`config.mk`:
```
export PLATFORM = sky130hd
export DESIGN_NAME = i2c_register_access_slave
export DESIGN_NICKNAME = d
export VERILOG_FILES = /design/src/inc/i2c_slave_pkg.sv /design/src/inc/line_sync_if.sv /design/src/core/line_filter.sv /design/src/core/i2c_register_access_slave.sv
export VERILOG_INCLUDE_DIRS = /design/src /design/src/inc
export SDC_FILE = /design/constraint.sdc
export NUM_CORES = 1
export LEC_CHECK = 0
export BUFFER_PORTS_ARGS = -buffer_cell sky130_fd_sc_hd__buf_2
export CAP_MARGIN = 0
export CORE_UTILIZATION = 53
export DETAILED_ROUTE_END_ITERATION = 7
export PLACE_DENSITY_LB_ADDON = 0.12
export SLEW_MARGIN = 25
export SYNTH_ARGS = -nofsm -noshare
export SYNTH_HDL_FRONTEND = slang
export SYNTH_SLANG_ARGS = --single-unit
```
`constraint.sdc`:
```
create_clock -name sys_clk -period 2.19 [get_ports sys_clk]
set_input_delay 0 -clock sys_clk [delete_from_list [all_inputs] [get_ports sys_clk]]
set_output_delay 0 -clock sys_clk [all_outputs]
set_load 0.02 [all_outputs]
```
`src/inc/i2c_slave_regs.svh`:
```
// register-access i2c slave: address, timing and field constants
// assumes inclusion by bare name from the package and the slave core file
`ifndef I2C_SLAVE_REGS_SVH
`define I2C_SLAVE_REGS_SVH
`define SLAVE_ADDR_HIGH   5'h13
`define DIR_BIT           0
`define BIT_COUNT_LAST    4'h7
`define BIT_COUNT_ACK     4'h8
`define BIT_COUNT_ZERO    4'h0
`define BIT_COUNT_PRE     4'hf
`define BIT_STEP          4'h1
`define LOW_BIT_TOP       4'h6
`define HIGH_BIT_TOP      4'he
`define BYTE_ZERO         8'h00
`define WORD_ZERO         16'h0000
`define SYNC_IDLE         3'h7
`define PTR_STEP          8'h01
`endif

```
`src/inc/i2c_slave_pkg.sv`:
```
// register-access i2c slave: shared types
// assumes the constants header is on the include path
`include "i2c_slave_regs.svh"
package i2c_slave_pkg;
  // transaction phase of the slave
  typedef enum logic [2:0]
  {
    PH_IDLE   = 3'b000,
    PH_DEVADR = 3'b001,
    PH_PTR    = 3'b010,
    PH_WRDATA = 3'b011,
    PH_RDDATA = 3'b100,
    PH_IGNORE = 3'b101
  } phase_type;
endpackage

```
`src/inc/line_sync_if.sv`:
```
// interface carrying the filtered bus line levels and edges
// assumes one clock domain, filled by the line filter module
interface line_sync_if;
  logic scl_level;   // filtered clock line
  logic sda_level;   // filtered data line
  logic scl_rise;    // clock line rose
  logic scl_fall;    // clock line fell
  logic start_seen;  // start or repeated start
  logic stop_seen;   // stop condition
  modport source (output scl_level, sda_level, scl_rise, scl_fall, start_seen, stop_seen);
  modport sink   (input  scl_level, sda_level, scl_rise, scl_fall, start_seen, stop_seen);
endinterface

```
`src/core/line_filter.sv`:
```
// three-stage synchronisers for both lines, start/stop detection, rise/fall detection on the clock line
// assumes scl and sda are asynchronous pins, idle high
module line_filter
(
  input  wire logic   sys_clk,  // system clock
  input  wire logic   reset,    // async reset, active high
  input  wire logic   clk_en,   // freezes state when low
  input  wire logic   scl_in,   // raw clock pin
  input  wire logic   sda_in,   // raw data pin
  line_sync_if.source lines     // filtered levels and events
);
  typedef struct packed
  {
    logic [2:0] scl_sh;  // clock shift chain
    logic [2:0] sda_sh;  // data shift chain
    logic       scl;     // accepted clock level
    logic       sda;     // accepted data level
    logic       rise;    // clock rise pulse
    logic       fall;    // clock fall pulse
    logic       start;   // start pulse
    logic       stop;    // stop pulse
  } filt_state_type;

  filt_state_type state;       // registered state
  filt_state_type next_state;  // next state

  // ----------------------------------------
  // level acceptance and event detection
  // ----------------------------------------
  always_comb
  begin
    next_state        = state;
    next_state.scl_sh = {state.scl_sh[1:0], scl_in};
    next_state.sda_sh = {state.sda_sh[1:0], sda_in};
    next_state.rise   = 1'b0;
    next_state.fall   = 1'b0;
    next_state.start  = 1'b0;
    next_state.stop   = 1'b0;
    // change counts once stages two and three agree
    if (state.scl_sh[1] == state.scl_sh[2])
      next_state.scl = state.scl_sh[2];
    if (state.sda_sh[1] == state.sda_sh[2])
      next_state.sda = state.sda_sh[2];
    next_state.rise = next_state.scl & ~state.scl;
    next_state.fall = ~next_state.scl & state.scl;
    // data edges while clock stays high are conditions
    if (state.scl && next_state.scl)
    begin
      next_state.start = state.sda & ~next_state.sda;
      next_state.stop  = ~state.sda & next_state.sda;
    end
  end

  // ----------------------------------------
  // state register
  // ----------------------------------------
  always_ff @(posedge sys_clk or posedge reset)
  begin
    if (reset)
      state <= '{scl_sh: `SYNC_IDLE, sda_sh: `SYNC_IDLE, scl: 1'b1, sda: 1'b1, default: 1'b0};
    else if (clk_en)
      state <= next_state;
  end

  assign lines.scl_level  = state.scl;
  assign lines.sda_level  = state.sda;
  assign lines.scl_rise   = state.rise;
  assign lines.scl_fall   = state.fall;
  assign lines.start_seen = state.start;
  assign lines.stop_seen  = state.stop;
endmodule

```
`src/core/i2c_register_access_slave.sv`:
```
// i2c slave giving a bus master access to 16-bit internal registers
// assumes external pull-ups; register store lives outside behind reg_* ports
`include "i2c_slave_regs.svh"

// Overview of operation
// master sends start, address, write bit
// acknowledge matching address in ninth slot
// one-byte addresses, two-byte data items
// pointer byte follows address, acknowledged
// write data high byte first, each acknowledged
// pointer advances after each written pair
// release data line when transfer completes
// read begins with pointer write, repeated start
// read-direction address acknowledged after restart
// read data sent high byte first
// master acks reads; pointer advances per pair
// master not-acknowledge ends read, then stop
// address low bits from select pins
// all bytes shifted most significant first
// pointer values match three-wire mode registers
// ignore transactions with foreign address
// start or stop mid-pair aborts, discards
module i2c_register_access_slave
(
  input  wire logic        sys_clk,              // 125 mhz system clock
  input  wire logic        reset,                // async reset, active high
  input  wire logic        clk_en,               // freezes all state when low
  input  wire logic        scl_in,               // bus clock pin
  input  wire logic        sda_in,               // bus data pin level
  output logic             sda_out,              // data drive value, always low
  output logic             sda_oe_n,             // low while pulling data low
  input  wire logic        addr_select_pin_low,  // slave address bit 1
  input  wire logic        addr_select_pin_high, // slave address bit 2
  output logic [7:0]       reg_ptr,              // register pointer
  output logic [15:0]      reg_wdata,            // word to write
  output logic             reg_write,            // one-cycle write strobe
  output logic             reg_read,             // one-cycle read request
  input  wire logic [15:0] reg_rdata             // word read, sampled in the same cycle as reg_read
);
  line_sync_if lines ();  // filtered line events

  // ----------------------------------------
  // line synchronisation
  // ----------------------------------------
  line_filter u_filter
  (
    .sys_clk (sys_clk),
    .reset   (reset),
    .clk_en  (clk_en),
    .scl_in  (scl_in),
    .sda_in  (sda_in),
    .lines   (lines)
  );

  typedef struct packed
  {
    i2c_slave_pkg::phase_type phase;     // transaction phase
    logic [3:0]               bit_cnt;   // bit within byte, 8 is ack slot
    logic [7:0]               shift;     // byte shift register
    logic                     hi_done;   // high byte of pair received/sent
    logic [7:0]               hi_byte;   // held high byte of write pair
    logic [15:0]              tx_word;   // word being transmitted
    logic                     load_pend; // read data arrives this cycle
    logic                     ack_drive; // slave pulls data low
    logic                     tx_drive;  // slave drives a zero data bit
    logic                     master_na; // master refused a read byte
    logic [7:0]               ptr;       // register pointer
    logic [15:0]              wdata;     // write word
    logic                     wr;        // write strobe
    logic                     rd;        // read strobe
    logic                     oe_n;      // registered data enable
  } slave_state_type;

  slave_state_type state;       // registered state
  slave_state_type next_state;  // next state
  logic [6:0]      own_addr;    // slave address with pin bits

  // own address: fixed high part plus select pins
  assign own_addr = {`SLAVE_ADDR_HIGH, addr_select_pin_high, addr_select_pin_low};

  // ----------------------------------------
  // byte engine and transaction sequencing
  // ----------------------------------------
  always_comb
  begin
    next_state    = state;
    next_state.wr = 1'b0;
    next_state.rd = 1'b0;
    next_state.load_pend = 1'b0;
    // fetched word captured one cycle after request
    if (state.load_pend)
      next_state.tx_word = reg_rdata;
    // pointer steps the cycle after a pair is written
    if (state.wr)
      next_state.ptr = state.ptr + `PTR_STEP;
    if (lines.start_seen)
    begin
      // start or restart: drop partial data, expect address
      next_state.phase     = i2c_slave_pkg::PH_DEVADR;
      next_state.bit_cnt   = `BIT_COUNT_PRE;             // clock fall after start is no bit
      next_state.hi_done   = 1'b0;
      next_state.ack_drive = 1'b0;
      next_state.tx_drive  = 1'b0;
    end
    else if (lines.stop_seen)
    begin
      // stop ends everything and frees the line
      next_state.phase     = i2c_slave_pkg::PH_IDLE;
      next_state.hi_done   = 1'b0;
      next_state.ack_drive = 1'b0;
      next_state.tx_drive  = 1'b0;
    end
    else if (state.phase != i2c_slave_pkg::PH_IDLE && state.phase != i2c_slave_pkg::PH_IGNORE)
    begin
      if (lines.scl_rise)
      begin
        // sample data; msb arrives first
        if (state.bit_cnt <= `BIT_COUNT_LAST)
          next_state.shift = {state.shift[6:0], lines.sda_level};
        else
          next_state.master_na = lines.sda_level;
      end
      else if (lines.scl_fall)
      begin
        next_state.ack_drive = 1'b0;
        next_state.tx_drive  = 1'b0;
        if (state.bit_cnt == `BIT_COUNT_LAST)
        begin
          next_state.bit_cnt = `BIT_COUNT_ACK;
          case (state.phase)
            i2c_slave_pkg::PH_DEVADR:
            begin
              if (state.shift[7:1] == own_addr)
              begin
                next_state.ack_drive = 1'b1;
                if (state.shift[0] == `DIR_BIT)
                  next_state.phase = i2c_slave_pkg::PH_PTR;
                else
                begin
                  next_state.phase   = i2c_slave_pkg::PH_RDDATA;
                  next_state.hi_done = 1'b0;
                  next_state.rd      = 1'b1;
                  next_state.load_pend = 1'b1;
                end
              end
              else
                next_state.phase = i2c_slave_pkg::PH_IGNORE;
            end
            i2c_slave_pkg::PH_PTR:
            begin
              // pointer value used as is, shared with three-wire map
              next_state.ptr       = state.shift;
              next_state.ack_drive = 1'b1;
              next_state.phase     = i2c_slave_pkg::PH_WRDATA;
              next_state.hi_done   = 1'b0;
            end
            i2c_slave_pkg::PH_WRDATA:
            begin
              next_state.ack_drive = 1'b1;
              if (!state.hi_done)
              begin
                next_state.hi_byte = state.shift;
                next_state.hi_done = 1'b1;
              end
              else
              begin
                // complete pair: write, then advance
                next_state.wdata   = {state.hi_byte, state.shift};
                next_state.wr      = 1'b1;
                next_state.hi_done = 1'b0;
              end
            end
            i2c_slave_pkg::PH_RDDATA:
            begin
              // slave sent this byte: release for master ack
              next_state.hi_done = ~state.hi_done;
              if (state.hi_done)
              begin
                // low byte out: step and fetch next word during the ack slot
                next_state.ptr       = state.ptr + `PTR_STEP;
                next_state.rd        = 1'b1;
                next_state.load_pend = 1'b1;
              end
            end
            default:
              next_state.phase = i2c_slave_pkg::PH_IGNORE;
          endcase
        end
        else if (state.bit_cnt == `BIT_COUNT_ACK)
        begin
          next_state.bit_cnt = `BIT_COUNT_ZERO;
          if (state.phase == i2c_slave_pkg::PH_RDDATA)
          begin
            if (state.master_na)
              next_state.phase = i2c_slave_pkg::PH_IGNORE;
            else
            begin
              // first bit of next byte, word already fetched
              next_state.tx_drive = ~(state.hi_done ? state.tx_word[7]
                                                    : state.tx_word[15]);
            end
          end
        end
        else
        begin
          next_state.bit_cnt = state.bit_cnt + `BIT_STEP;
          // next bit to send, high byte first then low
          if (state.phase == i2c_slave_pkg::PH_RDDATA)
            next_state.tx_drive = ~(state.hi_done
                                    ? state.tx_word[`LOW_BIT_TOP - state.bit_cnt]
                                    : state.tx_word[`HIGH_BIT_TOP - state.bit_cnt]);
        end
      end
    end
    next_state.oe_n = ~(next_state.ack_drive | next_state.tx_drive);
  end

  // ----------------------------------------
  // state register
  // ----------------------------------------
  always_ff @(posedge sys_clk or posedge reset)
  begin
    if (reset)
      state <= '{phase: i2c_slave_pkg::PH_IDLE, bit_cnt: `BIT_COUNT_ZERO, shift: `BYTE_ZERO,
                 hi_byte: `BYTE_ZERO, tx_word: `WORD_ZERO, ptr: `BYTE_ZERO,
                 wdata: `WORD_ZERO, oe_n: 1'b1, default: 1'b0};
    else if (clk_en)
      state <= next_state;
  end

  assign sda_out   = 1'b0;
  assign sda_oe_n  = state.oe_n;
  assign reg_ptr   = state.ptr;
  assign reg_wdata = state.wdata;
  assign reg_write = state.wr;
  assign reg_read  = state.rd;
endmodule

```
### After elaboration in Yosys (flattened, before gate mapping)

Index checks and enable logic that the tools add are counted.

* register bits: 83

* add/sub/neg operators: 4
* $lt $le $gt $ge: 3
* eq/ne operators: 16
* multiplexer cells: 68
* bitwise operators: 17
* reduce and logical (&&, ||, !) cells: 22

Operators with widths (count)
* 2-to-1 mux 26 bit: 5
* 2-to-1 mux 8 bit: 6
* 2-to-1 mux 17 bit: 2
* 2-to-1 mux 30 bit: 1
* 2-to-1 mux 7 bit: 4
* 2-to-1 mux 9 bit: 3
* 2-to-1 mux 24 bit: 1
* 2-to-1 mux 3 bit: 8
* 2-to-1 mux 1 bit: 23
* AND reduction 9 bit: 2
* one-hot mux 8 bit (2 select lines): 1
* AND reduction 8 bit: 2
* 2-to-1 mux 12 bit: 1
* != test 4 x 2 -> 1 bit, second input constant: 3
* inverter 1 bit: 12
* AND reduction 6 bit: 2
* nonzero test 3 bit: 4
* nonzero test 4 bit: 3
* less-than comparator 4 x 5 -> 1 bit, second input constant: 2
* 2-to-1 mux 2 bit: 5
* one-hot mux 3 bit (3 select lines): 1
* adder 8 x 1 -> 8 bit, second input constant: 1
* binary-select mux 1 bit (select 4 bit): 2
* == test 7 bit: 1
* other kinds (24): 35

### Longest topological paths before layout

* depth after elaboration: 15
* gate-level depth with buffers: 8

### Modules after synthesis

Synthesis repeated with hierarchy kept, for this count alone.

* cell total of the unflattened synthesis: 376
* area total of the unflattened synthesis: 4403.0 µm²

Modules (own cells, without submodules)
* i2c_register_access_slave: instances 1, cells each 332, area an instance 3865.0 µm², sequential area each 1752.9 µm²
* line_filter: instances 1, cells each 44, area an instance 538.0 µm², sequential area each 310.3 µm²

### Worst setup path before layout

No wires, ideal clock.

* kind: register -> register
* start point: register state[64] (netlist name)
* end point: register state[28] (netlist name)
* library setup time: 0.118 ns
* data arrival time: 1.913 ns
* data required time: 2.072 ns
* slack: 0.159 ns
* stages on the path, launching flop included: 9
* period minus slack after synthesis: 2.031 ns
* cells stage by stage: dfrtp_1 -> inv_1 -> ha_1 -> buf_2 -> mux2i_1 -> mux4_2 -> mux2i_1 -> a211oi_1 -> a21o_1

* word-level cells in the longest chain between the ends: 13

RTL lines
* start: declaration: RTL line i2c_register_access_slave.sv:74 `slave_state_type state;`
* start signal: assignment: RTL line i2c_register_access_slave.sv:224 `` state <= '{phase: i2c_slave_pkg::PH_IDLE, bit_cnt: `BIT_COUNT_ZERO, shift: `BYTE_ZERO, ``
* start signal: assignment: RTL line i2c_register_access_slave.sv:228 `state <= next_state;`
* subtractor 4 bit (no line) or subtractor 3 x 4 -> 4 bit (tied branches)
* binary-select mux 1 bit (select 4 bit), on equally long branches: RTL line i2c_register_access_slave.sv:211, i2c_register_access_slave.sv:210
* 2-to-1 mux 1 bit, on equally long branches: RTL line i2c_register_access_slave.sv:211, i2c_register_access_slave.sv:210
* 2-to-1 mux 1 bit: RTL line i2c_register_access_slave.sv:209 `next_state.tx_drive = ~(state.hi_done`
* inverter 1 bit: RTL line i2c_register_access_slave.sv:209
* 2-to-1 mux 1 bit: RTL line i2c_register_access_slave.sv:208 `if (state.phase == i2c_slave_pkg::PH_RDDATA)`
* 2-to-1 mux 1 bit: RTL line i2c_register_access_slave.sv:189 `` else if (state.bit_cnt == `BIT_COUNT_ACK) ``
* 2-to-1 mux 1 bit *: RTL line i2c_register_access_slave.sv:127 `` if (state.bit_cnt == `BIT_COUNT_LAST) ``
* 2-to-1 mux 3 bit *: RTL line i2c_register_access_slave.sv:123 `else if (lines.scl_fall)`
* 2-to-1 mux 3 bit *: RTL line i2c_register_access_slave.sv:115 `if (lines.scl_rise)`
* 2-to-1 mux 30 bit *: RTL line i2c_register_access_slave.sv:113 `else if (state.phase != i2c_slave_pkg::PH_IDLE && state.phase != i2c_slave_pkg::PH_IGNORE)`
* 2-to-1 mux 2 bit *: RTL line i2c_register_access_slave.sv:105 `else if (lines.stop_seen)`
* 2-to-1 mux 2 bit *: RTL line i2c_register_access_slave.sv:96 `if (lines.start_seen)`

Mark *: on every way between the ends. The rest lies on a longest branch, timed or not. The select of a mux whose other input is x is not followed.
A chain may end at the register's enable or synchronous reset.

### Worst setup path after layout

* start point: register state[64] (netlist name)
* end point: register state (netlist bit reg_ptr[6])

* word-level cells in the longest chain between the ends: 7

RTL lines (RTL line)
* == test 4 x 3 -> 1 bit (no line)
* 2-to-1 mux 26 bit: i2c_register_access_slave.sv:127
* 2-to-1 mux 26 bit: i2c_register_access_slave.sv:123
* 2-to-1 mux 26 bit: i2c_register_access_slave.sv:115
* 2-to-1 mux 30 bit: i2c_register_access_slave.sv:113
* 2-to-1 mux 26 bit: i2c_register_access_slave.sv:105
* 2-to-1 mux 26 bit: i2c_register_access_slave.sv:96

Every way passes these cells.

==> results.py <==
metrics = {
    "outcome": {
        "status": "complete, no violations",
    },
    "routing": {
        "drtPass1Iterations": 4,
        "avgRoutedWirePerCell_um": 16.4,
        "drc": 0,
        "vias": 3292,
        "route.antenna.remaining_nets": 0,
        "routed_wl_um": 9630,
        "detail_route.vias_per_cell": 5.62,
        "first_iter_violations": 141,
    },
    "sta": {
        "setup_viol": 0,
        "final-hold-violation-count": 0,
        "fmax_ghz": 0.488,
        "final_period_minus_worst_setup_slack_ns": 2.05,
        "fin_setup_tns_ns": 0,
        "worst_slew_pin_slew_ns": 0.530,
        "finClkSkew_ns": 0.0107,
        "timing_max_transition_violations_final": 0,
        "relSlewSlack_pct": 64.4,
        "grt_setup_unrepaired": "true",
        "worst_hold_slack_across_all_endpoints_ns": 0.0850,
        "fin_crit_sh_pct": 93.6,
    },
    "global_route": {
        "number_of_antenna_violations_at_the_first_check_in_global_routing": 0,
        "grt_first_pass_wirelength_um": 16300,
        "grt.overflow.total": 0,
        "grt_usage_pct": 23.7,
        "pin_count_of_the_biggest_net_entering_global_routing": 83,
        "grt_pass1_vias": 3389,
    },
    "layout": {
        "flow.area_growth_from_synthesis_pct": 16.5,
        "multiInputGateArea_um2": 2120,
        "fill_cells": 720,
        "fin_util_pct": 63.9,
        "final_nets": 502,
        "final_layout_size_suffix_gt1_share_pct": 36.8,
        "ff_latch_area_um2": 2060,
        "n_antenna_cell": 0,
    },
    "worst_setup_path": {
        "bufs_and_invs_on_worst_path": 0,
        "timing.critical_path.to_type": "flip-flop",
        "crit_slowest_cell": "dfrtp_1",
        "cpLargestDelayFamily": "compound AO/OA/AOI/OAI gates",
        "worst_ep_arrival_time_ns": 2.29,
        "path_class": "reg2reg",
        "cp_cell_sequence": "ha_1 -> and3b_1 -> o2111ai_1 -> a21oi_2 -> o21ai_0 -> a221o_1",
        "endpoint_required_time_on_the_critical_path_ns": 2.43,
        "start_kind": "flip-flop",
        "worst_path_largest_cell_delay_ns": 0.43,
        "path_max_fanout": 5,
    },
    "yosys": {
        "synthesis.nets": 436,
        "postSynth.topFlopCell": "dfrtp_1",
        "synth.yosys.seq_area_share_pct": 45.5,
        "synth_edf_count": 0,
        "mappedNetlistArea_um2": 4530,
        "synth.avg_cell_area_um2": 11.1,
        "synth.distinct_cells": 61,
        "seq_cells_post_synth": 82,
        "post_synth_inst_count": 410,
        "async_flop_share_pct": 100,
        "post-synth-top-area-fraction_pct": 40.3,
        "synth_area_leader_cell": "dfrtp_1",
        "synthesis.yosys.warnings": 0,
        "synthTopCellsByArea": "dfrtp_1, mux2_2, dfstp_2",
    },
    "flow_run": {
        "max_cap_viol_count": 0,
    },
    "floorplan": {
        "design.die.area_um2": 8930,
        "die_width_um": 94.5,
        "core-area_um2": 8260,
        "die-height_um": 94.5,
        "pin_count": 51,
        "initial_core_util_pct": 54.9,
        "row_count": 33,
    },
    "cts": {
        "clock_tree.buffer_depth": 2,
        "cts_num_sinks": 82,
        "htreeDepth": 3,
        "clock_buffers_created_by_tritoncts": 9,
        "tritoncts": "yes",
        "clk_latency_ns": 0.36,
        "cts_root_buffer": "clkbuf_8",
        "clk_pin_slew_ns": 0.09,
    },
    "min_path": {
        "hold_path_class": "in2reg",
    },
    "placed_design": {
        "last_weighted_congestion_value_of_the_routability_driven_placer": 0.917,
        "hpwlAfterDp_um": 6770,
        "total_of_buffers_placed_on_input_and_output_ports": 49,
    },
    "power": {
        "static-leakage-power_nw": 2.51,
        "design_power_total_mw": 4.30,
        "vdd.ir_drop.worst_v": 0.000420,
        "total_power_density_per_cell_area_nw_per_um2": 815,
    },
}
[cells in the final DEF, fill, tap and decap left out, drive strengths merged, types with 4 or more instances in the layout]
cell type    Yosys  routed
mux2            55      55
nor4             5       5
mux2i           11      11
nand3           12      12
o21ai           28      28
a31oi            5       5
clkbuf          11       9
nand2           27      27
dlygate4sd3      0      19
dfstp            9       9
xnor2            6       6
nor2            23      23
a21oi           17      17
a22oi            4       4
inv             15      18
xor2             7       7
nor3             4       4
buf             36      83
o32ai            4       4
dfrtp           73      73
[through the flow]
stage	cell area, um^2	std cells	worst slack [ns]
after CTS	5250	585	0.0902
after global routing	5280	586	-0.0346
final	5280	586	0.140
after global placement	4860	550	0.0742
after floorplan	4530	410	0.0965
after detailed placement	4860	550	0.0328
[area by class of cell]
type,instances,area share (%)
Clock buffer,9,2.35
Clock inverter,7,1.33
Inverter,15,1.09
Multi-Input combinational cell,266,40.1
Sequential cell,82,39.1
Tap cell,105,2.49
Timing Repair Buffer,102,13.6
[cell families after synthesis]
kind of cell             count (synthesis)  share of synthesized area, %
AO/OA/AOI/OAI                           89                          13.7
XOR/XNOR                                13                          2.51
adder cells (fa/ha/maj)                  3                         0.828
buffers and inverters                   62                          8.11
flip-flops                              82                          45.5
multiplexers                            68                          17.8
other                                    1                        0.0827
AND/OR/NAND/NOR                         92                          11.4
[cell usage after synthesis (7+ instances only)]
cell / instances
a21oi_1: 17
buf_4: 26
clkbuf_1: 11
dfrtp_1: 73
dfstp_2: 9
inv_1: 15
mux2_2: 46
mux2_4: 9
mux2i_1: 11
nand2_1: 24
nand3_1: 12
nor2_1: 22
o21ai_0: 27
xor2_1: 7
[layer usage]
metal,global-route usage [%],share of wire [%]
met1,31.3,45
met4,10.2,0.69
met3,3.62,4.1
met5,0,0
met2,38.5,50
[worst reg2reg max path, cell delays in order, from the launching register on]
cell	delay, ns
dfrtp_1	0.43
ha_1	0.23
and3b_1	0.29
o2111ai_1	0.26
a21oi_2	0.21
o21ai_0	0.14
a221o_1	0.39
[final timing paths]
kind                                        from                        to  slack, ns  depth (start not counted)
max in group asynchronous                  reset      sda_oe_n$_DFFE_PP1P_       1.57                          4
max                        state[64]$_DFFE_PP0P_    reg_ptr[6]$_DFFE_PP0P_       0.14                          6
min in group asynchronous                  reset  reg_wdata[8]$_DFFE_PP0P_       0.26                          4
max reg2reg                state[64]$_DFFE_PP0P_    reg_ptr[6]$_DFFE_PP0P_       0.14                          6
min                                       clk_en     reg_write$_DFFE_PP0P_       0.08                          2
min reg2reg                state[28]$_DFFE_PP0P_     state[28]$_DFFE_PP0P_       0.50                          1
[registers in the layout, summed over array words and instances, names as in the netlist]
name and count:
u_filter.lines.sda_level 1, u_filter.lines.stop_seen 1, reg_write 1, state 44
sda_oe_n 1, u_filter.lines.scl_rise 1, u_filter.state 2, reg_wdata 16
u_filter.lines.scl_fall 1, u_filter.next_state 4, u_filter.lines.start_seen 1, reg_ptr 8
u_filter.lines.scl_level 1
[timing repair]
item	in CTS	in global routing
setup buffers	0	1
pin swaps	0	1
setup endpoints to repair	1	14
endpoints found under the hold margin	91	0
gates resized for setup	1	3
hold buffers	19	0
[where the power goes]
part	internal, mW	leakage (nW)	switching [mW]
Combinational	0.581	1.33	0.746
Sequential	1.68	1.09	0.231
Clock	0.443	0.0955	0.619
No activity file was read; power rests on OpenSTA's default activity.
